--- src/rtl/uart_mode_status_defines.vh ---
`ifndef UART_MODE_STATUS_DEFINES_VH
`define UART_MODE_STATUS_DEFINES_VH

// ----------------------------------------
// Register byte offsets
// ----------------------------------------
`define OFF_DATA 8'h00
`define OFF_MCR 8'h04
`define OFF_FORMAT 8'h08
`define OFF_EXT_CTL 8'h0c
`define OFF_FIFO_CTL 8'h10
`define OFF_LINK_STATE 8'h14

// ----------------------------------------
// Mode and line control fields
// ----------------------------------------
`define MCR_DTR 0
`define MCR_RTS 1
`define MCR_B2 2
`define MCR_B3 3
`define MCR_LOOP 4
`define MCR_MODE_LO 5
`define MCR_MODE_HI 7
`define MCR_RESET 8'h00

// ----------------------------------------
// Format, extended control and FIFO control fields
// ----------------------------------------
`define FMT_WLS_LO 0
`define FMT_WLS_HI 1
`define FMT_PEN 3
`define FMT_EPS 4
`define FMT_STKP 5
`define FMT_LS_IE 6
`define EXT_MODE 0
`define EXT_LOOP 4
`define FCTL_FIFO_EN 0
`define FCTL_RX_RST 1
`define FCTL_TX_RST 2

// ----------------------------------------
// Link state bits
// ----------------------------------------
`define LS_RECEIVE_DATA_PRESENT 0
`define LS_OVR 1
`define LS_PAR 2
`define LS_FRM 3
`define LS_BRK 4
`define LS_THE 5
`define LS_IDLE 6
`define LS_QERR 7
`define LS_RESET 8'h60

// ----------------------------------------
// Operating modes
// ----------------------------------------
`define MODE_SERIAL 3'h0
`define MODE_ASK_IR 3'h2
`define MODE_SER_IR 3'h3
`define MODE_CONS_IR 3'h6

// ----------------------------------------
// Timing counts in oversample ticks and bit times
// ----------------------------------------
`define TICK_LAST 4'hf
`define TICK_HALF 4'h7
`define DEFER_BITS 4'h4

`endif

--- src/rtl/rx_status_queue.v ---
`timescale 1ns/100ps
`default_nettype none

module rx_status_queue #(
  parameter DW = 11,
  parameter AW = 4
) (
  // Clock and reset
  input wire pclk,
  input wire presetn,
  // Control
  input wire flush,
  input wire push,
  input wire [DW-1:0] push_data,
  input wire pop,
  // Status
  output wire [DW-1:0] head_data,
  output wire empty,
  output wire full,
  output wire err_any
);
  localparam DEPTH = 1 << AW;

  reg [DW-1:0] mem [0:DEPTH-1];
  reg [AW-1:0] wr_q;
  reg [AW-1:0] rd_q;
  reg [AW:0] cnt_q;
  reg [AW:0] err_q;

  wire do_push = push && !full;
  wire do_pop = pop && !empty;
  wire push_err = |push_data[DW-1:DW-3];
  wire pop_err = |head_data[DW-1:DW-3];

  assign head_data = mem[rd_q];
  assign empty = (cnt_q == {(AW+1){1'b0}});
  assign full = (cnt_q == DEPTH[AW:0]);
  // Errored entries are counted so the queue-error flag tracks contents
  assign err_any = (err_q != {(AW+1){1'b0}});

  always @(posedge pclk) begin
    if (do_push) begin
      mem[wr_q] <= push_data;
    end
  end

  always @(posedge pclk or negedge presetn) begin
    if (!presetn) begin
      wr_q <= {AW{1'b0}};
      rd_q <= {AW{1'b0}};
      cnt_q <= {(AW+1){1'b0}};
      err_q <= {(AW+1){1'b0}};
    end else if (flush) begin
      wr_q <= {AW{1'b0}};
      rd_q <= {AW{1'b0}};
      cnt_q <= {(AW+1){1'b0}};
      err_q <= {(AW+1){1'b0}};
    end else begin
      if (do_push) begin
        wr_q <= wr_q + {{(AW-1){1'b0}}, 1'b1};
      end
      if (do_pop) begin
        rd_q <= rd_q + {{(AW-1){1'b0}}, 1'b1};
      end
      cnt_q <= cnt_q + {{AW{1'b0}}, do_push} - {{AW{1'b0}}, do_pop};
      err_q <= err_q + {{AW{1'b0}}, do_push & push_err} - {{AW{1'b0}}, do_pop & pop_err};
    end
  end
endmodule

`default_nettype wire

--- src/rtl/uart_mode_status.v ---
// Behaviour
// RULE1: Legacy layout: bit 2 drives ring input during loopback, unused otherwise.
// RULE2: Legacy, no loopback: bit 3 gates the interrupt output.
// RULE3: Loopback: interrupt always enabled; bit 3 drives carrier detect input.
// RULE4: Legacy bit 4 enables loopback, reset 0, same storage as extended control bit 4.
// RULE5: Extended mode: interrupt always enabled; loopback only via extended control bit 4.
// RULE6: Extended: bit0 drives DTR low, bit1 RTS low; loopback feeds DSR/RI and CTS/DCD.
// RULE7: Extended bit 2 enables DMA; DMA always hits data holding registers.
// RULE8: Extended bit 3 enables transmit deferral, only while transmit FIFO enabled.
// RULE9: Bits 7-5 select mode: serial, ASK infrared, serial infrared, consumer infrared.
// RULE10: Mode change flushes FIFOs, clears status interrupts and auxiliary register; the code has no auxiliary register to clear.
// RULE11: Status bits 1-4 are sticky; cleared by reset, receiver reset or read.
// RULE12: Link state register resets to 0x60.
// RULE13: Any of status bits 4-1 set raises link status interrupt if enabled.
// RULE14: Software never writes the link state register.
// RULE15: Bit 0 set while receive holding register or FIFO holds data.
// RULE16: Character arriving while full is dropped and sets overrun bit 1.
// RULE17: Bit 2 flags parity error when the character reaches the FIFO bottom.
// RULE18: Bit 3 flags zero stop bit; next 0 is a start bit, next 1 idles.
// RULE19: Bit 4 flags break; one zero character stored; resume after mark then start.
// RULE20: Bit 5 set when transmit holding empty, cleared by data write.
// RULE21: Bit 6 set when transmit holding empty and shifter idle.
// RULE22: Bit 7 set while receive FIFO holds an errored character; 0 without FIFO.
`timescale 1ns/100ps
`default_nettype none
`include "uart_mode_status_defines.vh"

module uart_mode_status #(
  parameter BAUD16_DIV = 13,
  parameter QUEUE_AW = 4
) (
  // Clock and reset
  input wire pclk,
  input wire presetn,
  // APB slave
  input wire psel,
  input wire penable,
  input wire pwrite,
  input wire [7:0] paddr,
  input wire [31:0] pwdata,
  output reg [31:0] prdata,
  output wire pready,
  output wire pslverr,
  // Serial line
  input wire sin,
  output reg sout,
  // Modem lines
  input wire cts_n,
  input wire dsr_n,
  input wire ri_n,
  input wire dcd_n,
  output reg dtr_n,
  output reg rts_n,
  output wire seen_cts_n,
  output wire seen_dsr_n,
  output wire seen_ri_n,
  output wire seen_dcd_n,
  // Interrupt
  input wire irq_source,
  output wire irq_out,
  output wire link_status_event,
  // DMA
  input wire dma_ack,
  input wire dma_write,
  input wire [7:0] dma_wdata,
  output reg [7:0] dma_rdata,
  output wire dma_enable,
  // Mode
  output wire [2:0] operating_mode,
  output wire extended_mode,
  output wire send_deferral_active,
  output reg mode_change_flush
);
  // ----------------------------------------
  // Receiver states
  // ----------------------------------------
  localparam R_IDLE = 3'd0;
  localparam R_START = 3'd1;
  localparam R_DATA = 3'd2;
  localparam R_PAR = 3'd3;
  localparam R_STOP = 3'd4;
  localparam R_RESYNC = 3'd5;
  localparam R_MARK = 3'd6;

  function parity_bit;
    input [7:0] d;
    input [1:0] wls;
    input eps;
    input stkp;
    reg [7:0] m;
    begin
      case (wls)
        2'h0: m = d & 8'h1f;
        2'h1: m = d & 8'h3f;
        2'h2: m = d & 8'h7f;
        default: m = d;
      endcase
      if (stkp) begin
        parity_bit = ~eps;
      end else begin
        parity_bit = eps ? ^m : ~^m;
      end
    end
  endfunction

  // ----------------------------------------
  // Registers
  // ----------------------------------------
  reg [3:0] mcr_low_q;
  reg loop_q;
  reg [2:0] mode_q;
  reg ext_q;
  reg [6:0] fmt_q;
  reg fifo_en_q;
  reg [3:0] sticky_q;
  reg [7:0] lsr_snap_q;
  reg [7:0] tx_hold_q;
  reg tx_full_q;
  reg [10:0] tx_frame_q;
  reg [3:0] tx_left_q;
  reg tx_busy_q;
  reg [3:0] defer_q;
  reg [7:0] tick_div_q;
  reg [3:0] bit_div_q;
  reg [2:0] rx_st_q;
  reg [3:0] rx_tick_q;
  reg [2:0] rx_cnt_q;
  reg [7:0] rx_shift_q;
  reg rx_zero_q;
  reg rx_perr_q;
  reg head_seen_q;
  reg [10:0] tx_frame_d;
  reg [7:0] rd_mux;
  reg [7:0] mcr_view;
  reg rx_done;
  reg [2:0] rx_flags;
  integer i;

  // ----------------------------------------
  // APB decode
  // ----------------------------------------
  wire setup = psel && !penable;
  wire access = psel && penable;
  wire hit_data = (paddr == `OFF_DATA);
  wire hit_mcr = (paddr == `OFF_MCR);
  wire hit_fmt = (paddr == `OFF_FORMAT);
  wire hit_ext = (paddr == `OFF_EXT_CTL);
  wire hit_fctl = (paddr == `OFF_FIFO_CTL);
  wire hit_lsr = (paddr == `OFF_LINK_STATE);
  wire mapped = hit_data | hit_mcr | hit_fmt | hit_ext | hit_fctl | hit_lsr;
  wire wr_ok = access && pwrite && mapped && !hit_lsr;
  wire rd_lsr = access && !pwrite && hit_lsr;
  wire rd_data = access && !pwrite && hit_data;

  assign pready = 1'b1;
  assign pslverr = access && (!mapped || (pwrite && hit_lsr)); // see RULE14

  wire [2:0] new_mode = pwdata[`MCR_MODE_HI:`MCR_MODE_LO];
  wire mode_chg = wr_ok && hit_mcr && ext_q && (new_mode != mode_q); // see RULE10
  wire rx_rst = (wr_ok && hit_fctl && pwdata[`FCTL_RX_RST]) || mode_chg;
  wire tx_rst = (wr_ok && hit_fctl && pwdata[`FCTL_TX_RST]) || mode_chg;

  // ----------------------------------------
  // Mode, modem lines and interrupt gate
  // ----------------------------------------
  assign extended_mode = ext_q;
  assign operating_mode = ext_q ? mode_q : `MODE_SERIAL; // see RULE9
  assign dma_enable = ext_q && mcr_low_q[`MCR_B2]; // see RULE7
  assign send_deferral_active = ext_q && mcr_low_q[`MCR_B3] && fifo_en_q; // see RULE8

  // Loopback drives inputs low when the control bit is 1, like the pins would
  assign seen_dsr_n = loop_q ? ~mcr_low_q[`MCR_DTR] : dsr_n; // see RULE6
  assign seen_cts_n = loop_q ? ~mcr_low_q[`MCR_RTS] : cts_n; // see RULE6
  assign seen_ri_n = !loop_q ? ri_n :
                     ext_q ? ~mcr_low_q[`MCR_DTR] : ~mcr_low_q[`MCR_B2]; // see RULE1
  assign seen_dcd_n = !loop_q ? dcd_n :
                      ext_q ? ~mcr_low_q[`MCR_RTS] : ~mcr_low_q[`MCR_B3]; // see RULE3

  assign link_status_event = fmt_q[`FMT_LS_IE] && (|sticky_q); // see RULE13
  // Gate only bites in legacy mode with loopback off
  assign irq_out = (irq_source | link_status_event) &&
                   (ext_q || loop_q || mcr_low_q[`MCR_B3]); // see RULE2

  always @(posedge pclk or negedge presetn) begin
    if (!presetn) begin
      mcr_low_q <= 4'h0;
      loop_q <= 1'b0;
      mode_q <= `MODE_SERIAL;
      ext_q <= 1'b0;
      fmt_q <= 7'h00;
      fifo_en_q <= 1'b0;
      mode_change_flush <= 1'b0;
      dtr_n <= 1'b1;
      rts_n <= 1'b1;
    end else begin
      mode_change_flush <= mode_chg;
      // Outputs parked inactive while looped back
      dtr_n <= ~(mcr_low_q[`MCR_DTR] && !loop_q); // see RULE6
      rts_n <= ~(mcr_low_q[`MCR_RTS] && !loop_q); // see RULE6
      if (wr_ok && hit_mcr) begin
        mcr_low_q <= pwdata[3:0];
        if (ext_q) begin
          mode_q <= new_mode; // see RULE9
        end else begin
          loop_q <= pwdata[`MCR_LOOP]; // see RULE4
        end
      end
      if (wr_ok && hit_ext) begin
        ext_q <= pwdata[`EXT_MODE];
        loop_q <= pwdata[`EXT_LOOP]; // see RULE5
      end
      if (wr_ok && hit_fmt) begin
        fmt_q <= pwdata[6:0];
      end
      if (wr_ok && hit_fctl) begin
        fifo_en_q <= pwdata[`FCTL_FIFO_EN];
      end
    end
  end

  // ----------------------------------------
  // Receive queue and link state
  // ----------------------------------------
  wire [10:0] head;
  wire q_empty;
  wire q_full;
  wire q_err;
  wire dma_rx = dma_ack && !dma_write && dma_enable; // see RULE7
  wire rx_pop = (rd_data || dma_rx) && !q_empty;
  wire full_eff = fifo_en_q ? q_full : !q_empty;
  wire rx_push = rx_done && !full_eff;
  wire reveal = !q_empty && !head_seen_q;

  rx_status_queue #(
    .DW(11),
    .AW(QUEUE_AW)
  ) u_rxq (
    .pclk(pclk),
    .presetn(presetn),
    .flush(rx_rst),
    .push(rx_push),
    .push_data({rx_flags, rx_shift_q}),
    .pop(rx_pop),
    .head_data(head),
    .empty(q_empty),
    .full(q_full),
    .err_any(q_err)
  );

  wire [7:0] lsr_now = {fifo_en_q && q_err, // see RULE22
                        !tx_full_q && !tx_busy_q, // see RULE21
                        !tx_full_q, // see RULE20
                        sticky_q,
                        !q_empty}; // see RULE15
  // Flags raised after the snapshot survive the clearing read
  wire [3:0] sticky_set = {reveal ? head[10:8] : 3'h0, rx_done && full_eff}; // see RULE16
  wire [3:0] sticky_clr = rd_lsr ? lsr_snap_q[4:1] : 4'h0;

  always @* begin
    mcr_view = ext_q ? {mode_q, 1'b0, mcr_low_q} : {3'h0, loop_q, mcr_low_q};
    rd_mux = 8'h00;
    if (hit_data) rd_mux = head[7:0];
    if (hit_mcr) rd_mux = mcr_view;
    if (hit_fmt) rd_mux = {1'b0, fmt_q};
    if (hit_ext) rd_mux = {3'h0, loop_q, 3'h0, ext_q};
    if (hit_fctl) rd_mux = {7'h00, fifo_en_q};
    if (hit_lsr) rd_mux = lsr_now;
  end

  always @(posedge pclk or negedge presetn) begin
    if (!presetn) begin
      prdata <= 32'h00000000;
      lsr_snap_q <= `LS_RESET; // see RULE12
      sticky_q <= 4'h0;
      head_seen_q <= 1'b0;
      dma_rdata <= 8'h00;
    end else begin
      if (setup) begin
        prdata <= {24'h000000, rd_mux};
        lsr_snap_q <= lsr_now;
      end
      if (rx_rst) begin
        sticky_q <= 4'h0; // see RULE11
        head_seen_q <= 1'b0;
      end else begin
        sticky_q <= (sticky_q & ~sticky_clr) | sticky_set; // see RULE11
        if (rx_pop) begin
          head_seen_q <= 1'b0; // see RULE17
        end else if (reveal) begin
          head_seen_q <= 1'b1;
        end
      end
      if (dma_rx) begin
        dma_rdata <= head[7:0];
      end
    end
  end

  // ----------------------------------------
  // Baud ticks
  // ----------------------------------------
  wire tick16 = (tick_div_q == BAUD16_DIV[7:0] - 8'h01);
  wire bit_tick = tick16 && (bit_div_q == `TICK_LAST);

  always @(posedge pclk or negedge presetn) begin
    if (!presetn) begin
      tick_div_q <= 8'h00;
      bit_div_q <= 4'h0;
    end else begin
      tick_div_q <= tick16 ? 8'h00 : tick_div_q + 8'h01;
      if (tick16) begin
        bit_div_q <= bit_div_q + 4'h1;
      end
    end
  end

  // ----------------------------------------
  // Transmitter
  // ----------------------------------------
  wire [3:0] nbits = 4'd5 + {2'b00, fmt_q[`FMT_WLS_HI:`FMT_WLS_LO]};
  wire pen = fmt_q[`FMT_PEN];
  wire dma_tx = dma_ack && dma_write && dma_enable; // see RULE7
  wire tx_wr = (wr_ok && hit_data) || dma_tx;
  wire [7:0] tx_wdata = (wr_ok && hit_data) ? pwdata[7:0] : dma_wdata;
  wire defer_ok = !send_deferral_active || (defer_q == `DEFER_BITS); // see RULE8
  wire tx_load = bit_tick && tx_full_q && !tx_busy_q && defer_ok;
  wire tx_line = tx_busy_q ? tx_frame_q[0] : 1'b1;

  always @* begin
    tx_frame_d = 11'h7ff;
    tx_frame_d[0] = 1'b0;
    for (i = 0; i < 8; i = i + 1) begin
      if (i < nbits) tx_frame_d[i + 1] = tx_hold_q[i];
    end
    if (pen) begin
      tx_frame_d[nbits + 4'd1] = parity_bit(tx_hold_q, fmt_q[1:0], fmt_q[`FMT_EPS],
                                            fmt_q[`FMT_STKP]);
    end
  end

  always @(posedge pclk or negedge presetn) begin
    if (!presetn) begin
      tx_hold_q <= 8'h00;
      tx_full_q <= 1'b0;
      tx_frame_q <= 11'h7ff;
      tx_left_q <= 4'h0;
      tx_busy_q <= 1'b0;
      defer_q <= 4'h0;
      sout <= 1'b1;
    end else begin
      sout <= loop_q ? 1'b1 : tx_line;
      if (tx_rst) begin
        tx_full_q <= 1'b0;
      end else if (tx_wr && !tx_full_q) begin
        tx_hold_q <= tx_wdata;
        tx_full_q <= 1'b1; // see RULE20
      end else if (tx_load) begin
        tx_full_q <= 1'b0;
      end
      if (tx_wr) begin
        defer_q <= 4'h0;
      end else if (bit_tick && defer_q != `DEFER_BITS) begin
        defer_q <= defer_q + 4'h1;
      end
      if (tx_load) begin
        tx_frame_q <= tx_frame_d;
        tx_left_q <= nbits + {3'b000, pen} + 4'd1;
        tx_busy_q <= 1'b1;
      end else if (bit_tick && tx_busy_q) begin
        tx_frame_q <= {1'b1, tx_frame_q[10:1]};
        tx_left_q <= tx_left_q - 4'h1;
        if (tx_left_q == 4'h0) begin
          tx_busy_q <= 1'b0; // see RULE21
        end
      end
    end
  end

  // ----------------------------------------
  // Receiver
  // ----------------------------------------
  wire rx_in = loop_q ? tx_line : sin;
  wire err_mode = (operating_mode != `MODE_CONS_IR);
  wire rx_mid = tick16 && (rx_tick_q == `TICK_LAST);

  always @* begin
    rx_done = 1'b0;
    rx_flags = 3'h0;
    if (rx_st_q == R_STOP && rx_mid) begin
      rx_done = 1'b1;
      if (err_mode) begin
        rx_flags = {!rx_in && rx_zero_q, !rx_in && !rx_zero_q, rx_perr_q};
      end
    end
  end

  always @(posedge pclk or negedge presetn) begin
    if (!presetn) begin
      rx_st_q <= R_IDLE;
      rx_tick_q <= 4'h0;
      rx_cnt_q <= 3'h0;
      rx_shift_q <= 8'h00;
      rx_zero_q <= 1'b0;
      rx_perr_q <= 1'b0;
    end else if (rx_rst) begin
      rx_st_q <= R_IDLE;
      rx_tick_q <= 4'h0;
    end else if (tick16) begin
      rx_tick_q <= rx_tick_q + 4'h1;
      case (rx_st_q)
        R_IDLE: begin
          rx_tick_q <= 4'h0;
          if (!rx_in) rx_st_q <= R_START;
        end
        R_START: begin
          if (rx_tick_q == `TICK_HALF) begin
            rx_tick_q <= 4'h0;
            rx_cnt_q <= 3'h0;
            rx_shift_q <= 8'h00;
            rx_zero_q <= 1'b1;
            rx_perr_q <= 1'b0;
            rx_st_q <= rx_in ? R_IDLE : R_DATA;
          end
        end
        R_DATA: begin
          if (rx_mid) begin
            rx_shift_q[rx_cnt_q] <= rx_in;
            rx_zero_q <= rx_zero_q & !rx_in;
            rx_cnt_q <= rx_cnt_q + 3'h1;
            if ({1'b0, rx_cnt_q} == nbits - 4'd1) rx_st_q <= pen ? R_PAR : R_STOP;
          end
        end
        R_PAR: begin
          if (rx_mid) begin
            rx_perr_q <= (rx_in != parity_bit(rx_shift_q, fmt_q[1:0], fmt_q[`FMT_EPS],
                                              fmt_q[`FMT_STKP])); // see RULE17
            rx_zero_q <= rx_zero_q & !rx_in;
            rx_st_q <= R_STOP;
          end
        end
        R_STOP: begin
          if (rx_mid) begin
            if (rx_in) rx_st_q <= R_IDLE;
            else if (rx_zero_q) rx_st_q <= R_MARK; // see RULE19
            else rx_st_q <= R_RESYNC; // see RULE18
          end
        end
        R_RESYNC: begin
          if (rx_mid) begin
            rx_cnt_q <= 3'h0;
            rx_shift_q <= 8'h00;
            rx_zero_q <= 1'b1;
            rx_perr_q <= 1'b0;
            rx_st_q <= rx_in ? R_IDLE : R_DATA; // see RULE18
          end
        end
        R_MARK: begin
          if (rx_in) rx_st_q <= R_IDLE; // see RULE19
        end
        default: rx_st_q <= R_IDLE;
      endcase
    end
  end
endmodule

`default_nettype wire

--- config.mk ---
export PLATFORM = sky130hd
export DESIGN_NAME = uart_mode_status
export DESIGN_NICKNAME = d
export VERILOG_FILES = /design/src/rtl/rx_status_queue.v /design/src/rtl/uart_mode_status.v
export VERILOG_INCLUDE_DIRS = /design/src /design/src/rtl
export SDC_FILE = /design/constraint.sdc
export NUM_CORES = 1
export LEC_CHECK = 0
export BUFFER_PORTS_ARGS = -buffer_cell sky130_fd_sc_hd__buf_4
export CORE_MARGIN = 5
export CORE_UTILIZATION = 44
export CTS_BUF_LIST = sky130_fd_sc_hd__clkbuf_4 sky130_fd_sc_hd__clkbuf_8
export DETAILED_ROUTE_END_ITERATION = 8
export SYNTH_ARGS = -nofsm -noshare
export SYNTH_HDL_FRONTEND = slang
export SYNTH_HIERARCHICAL = 1
export SYNTH_SLANG_ARGS = --single-unit
--- constraint.sdc ---
create_clock -name pclk -period 8.18 [get_ports pclk]
set_clock_uncertainty 0.2 [all_clocks]
set_input_delay 1.636 -clock pclk [delete_from_list [all_inputs] [get_ports pclk]]
set_output_delay 1.636 -clock pclk [all_outputs]
set_load 0.03 [all_outputs]
==> results.json <==
{
  "synth_seq_area_share_pct": 60.2,
  "wl_per_cell_um": 20.3,
  "synthDistinctLibCells": 75,
  "ioPinCount": 119,
  "synth_area_leaders": "sky130_fd_sc_hd__edfxtp_1 38%, sky130_fd_sc_hd__dfrtp_1 20%, sky130_fd_sc_hd__mux4_2 8.5%",
  "grt_setup_unrepaired": "no",
  "pwr_density_cell_nw_per_um2": 205,
  "placed_cells_incl_taps": 1472,
  "postCtsResizedCells": 0,
  "final.setup.tns_ns": 0,
  "crit_path_max_incr_delay_ns": 0.57,
  "wl_mm": 31.7,
  "peakVddDrop_v": 0.000115,
  "fmax_ghz": 0.188,
  "synth.cell_area_sq_um": 14000,
  "num_vias": 8552,
  "core_sq_um": 31500,
  "cts_buffer_depth": 3,
  "timing.critical_path.cells": "buf_4 -> or4_4 -> nor3_2 -> nand2b_1 -> o41a_1 -> nor2_1 -> nand2_1 -> inv_1 -> o31a_1 -> ha_1 -> inv_1 -> ha_1 -> fa_1 -> a21oi_1 -> nor2_1 -> or3_1 -> a21oi_1",
  "floorplan.die.height_um": 188,
  "detail_route.vias_per_cell": 5.47,
  "synthesis.area_per_instance_sq_um": 13.6,
  "numCtsBuffers": 49,
  "drv_slew": 0,
  "layout_min_cycle_time_ns": 5.32,
  "finalSetupViolations": 0,
  "postSynth.topFlopCell": "sky130_fd_sc_hd__edfxtp_1",
  "global_route_total_usage_across_every_layer_pct": 18.0,
  "cp_data_arrival_time_ns": 5.62,
  "fp-row-count": 65,
  "cts_htree_levels": 2,
  "drc": 0,
  "synthToLayoutAreaGrowth_pct": 13.6,
  "post-synth-top-area-fraction_pct": 37.7,
  "netlist.top_cell.by_area": "sky130_fd_sc_hd__edfxtp_1",
  "antenna_cells_inserted": 0,
  "clock_latency_ns": 0.58,
  "cts.sink_count": 301,
  "grt.overflow.total": 0,
  "drtAntennaViolNets": 0,
  "endpoint_kind": "flop",
  "clk_transition_reported_paths_ns": 0.06,
  "design.die.area_sq_um": 35500,
  "ys_ff_latch": 301,
  "criticalPathCategory": "input port to flop",
  "yosys_warnings": 6,
  "grt_max_degree": 75,
  "leakage_power_of_the_design_nw": 6.03,
  "timing.final.ws_setup_ns": 2.86,
  "buffer_ports.inserted": 69,
  "final_layout_size_suffix_gt1_share_pct": 24.2,
  "slew_headroom_pct": 24.7,
  "critical_path.slowest_cell": "sky130_fd_sc_hd__or4_4",
  "critical_path_required_ns": 8.48,
  "fp.dieW_um": 188,
  "global_route_wire_length_before_repair_mm": 50.2,
  "cts_post_setup_buffers_inserted": 0,
  "floorplan.initialDensity_pct": 44.5,
  "antenna_found_initial": 0,
  "final_cell_count_no_fill": 1564,
  "hpwl_mm": 20.7,
  "finalHoldViolations": 0,
  "timing.max_cap.violations": 0,
  "hold_class": "flop to flop",
  "detail_route.iter0.violations": 692,
  "critical_path_peak_fanout": 9,
  "timing.final.crit_share_pct": 65.0,
  "cts_tree": "yes",
  "holdBufCountCts": 0,
  "cts_root_buf": "sky130_fd_sc_hd__clkbuf_8",
  "synth-edff-count": 176,
  "syn-instance-count": 1034,
  "worst_setup_slack_post_dpl_ns": 2.33,
  "crit_path_start_kind": "input port",
  "dr.pass1.iters": 5,
  "status": "finished, final reports clean",
  "synth-async-reset-ratio_pct": 41.5,
  "place.gp.congestion": 0.793,
  "final_net_count": 1218,
  "pin_slew_with_the_least_headroom_to_its_limit_ns": 1.12,
  "grt_pass1_vias": 8616
}
cell families (layout without fill, tap and decap cells):
family / count (synthesis) / in the layout / synth area share [%]
AO/OA/AOI/OAI: 154 / 154 / 6.87
flip-flops: 301 / 301 / 60.2
XOR/XNOR: 44 / 44 / 2.95
AND/OR/NAND/NOR: 278 / 278 / 10.0
adder cells (fa/ha/maj): 36 / 36 / 3.38
other: 2 / 25 / 0.0536
multiplexers: 107 / 107 / 12.7
buffers and inverters: 112 / 217 / 3.94
worst max-delay path, delay by kind of cell:
family | cells | cell delay (ns)
and+or+nand+nor | 7 | 2.07
AOI/OAI and AO/OA | 4 | 0.88
adders and majority gates | 3 | 0.73
buffers and inverters | 3 | 0.30
where the power goes:
part / total (mW) / internal (mW) / switching, mW
registers: 1.66 / 1.63 / 0.0286
logic: 0.224 / 0.0959 / 0.128
clock network: 1.38 / 0.767 / 0.608
total: 3.26 / 2.49 / 0.765
area by class of cell:
type                    count  area, sq um
well taps                 402          503
repair buffers             83          623
clock buffers              60          782
fillers                  2711        15600
inverters                  42          158
multi-input cells         644         5140
clock inverters            32          274
flip-flops and latches    301         8430
cells in the final DEF (no fill, tap or decap), drive strengths merged, types with 4 or more instances in the layout:
cell type,netlist,routed
nand2b,10,10
mux4,53,53
a21o,4,4
nand4,7,7
o31ai,7,7
ha,33,33
buf,40,83
mux2,31,31
xor2,20,20
bufinv,0,4
a21oi,36,36
nor2b,10,10
a22oi,17,17
conb,2,25
xnor2,22,22
nor4,6,6
edfxtp,176,176
nand3b,6,6
a31oi,9,9
nand2,71,71
o21ai,54,54
or3,6,6
nor2,81,81
mux2i,23,23
nor3,13,13
and2,17,17
nand3,31,31
and3,6,6
clkbuf,30,60
dfstp,14,14
clkinv,0,26
inv,42,43
dfrtp,111,111
cells in the mapped netlist, drive strengths merged, types with 22 or more instances:
| master | n |
|---|---|
| dfrtp | 111 |
| buf | 40 |
| mux4 | 53 |
| edfxtp | 176 |
| nand3 | 31 |
| xnor2 | 22 |
| nand2 | 71 |
| mux2 | 31 |
| inv | 42 |
| ha | 33 |
| a21oi | 36 |
| mux2i | 23 |
| o21ai | 54 |
| nor2 | 81 |
| clkbuf | 30 |
state kept, by name, indices dropped and copies added, names as in the netlist, 5 cells and up:
register and cells:
dma_rdata 8, prdata 8, fmt_q 7, u_rxq/mem 176, u_rxq/cnt_q 5, rx_shift_q 8
tx_frame_q 11, tx_hold_q 8, tick_div_q 8, u_rxq/err_q 5
worst paths after layout:
| check | start | end | slack, ns | cells after the start |
|---|---|---|---|---|
| max | paddr[0] | u_rxq/err_q[4] | 2.86 | 17 |
| min | tick_div_q[7] | tick_div_q[7] | 0.27 | 1 |
| max reg2reg | tick_div_q[0] | u_rxq/cnt_q[4] | 3.30 | 15 |
| min reg2reg | tick_div_q[7] | tick_div_q[7] | 0.27 | 1 |
| max in group asynchronous | presetn | u_rxq/cnt_q[4] | 5.52 | 2 |
| min in group asynchronous | presetn | mode_q[2] | 1.01 | 1 |
routing by layer:
layer | vias to the layer above | part of all wire (%) | global-route usage [%]
li1 | 3965 | - | -
met5 | - | 0 | 0
met1 | 4295 | 46 | 26.1
met4 | 0 | 2.0 | 5.02
met2 | 244 | 46 | 27.8
met3 | 48 | 5.7 | 3.67
stage by stage:
stage               util [%]  instance area [sq um]  total power [mW]  hold slack, ns
detailed placement      47.2                  14900              1.91           0.258
finish                  50.6                  15900              3.26           0.267
global placement        47.2                  14900              1.91           0.259
floorplan                  -                  14100              1.85           0.230
CTS                     50.6                  15900              3.30           0.270
global route            50.6                  15900              3.40           0.279
Note: power is estimated with default switching activity, not from simulation.
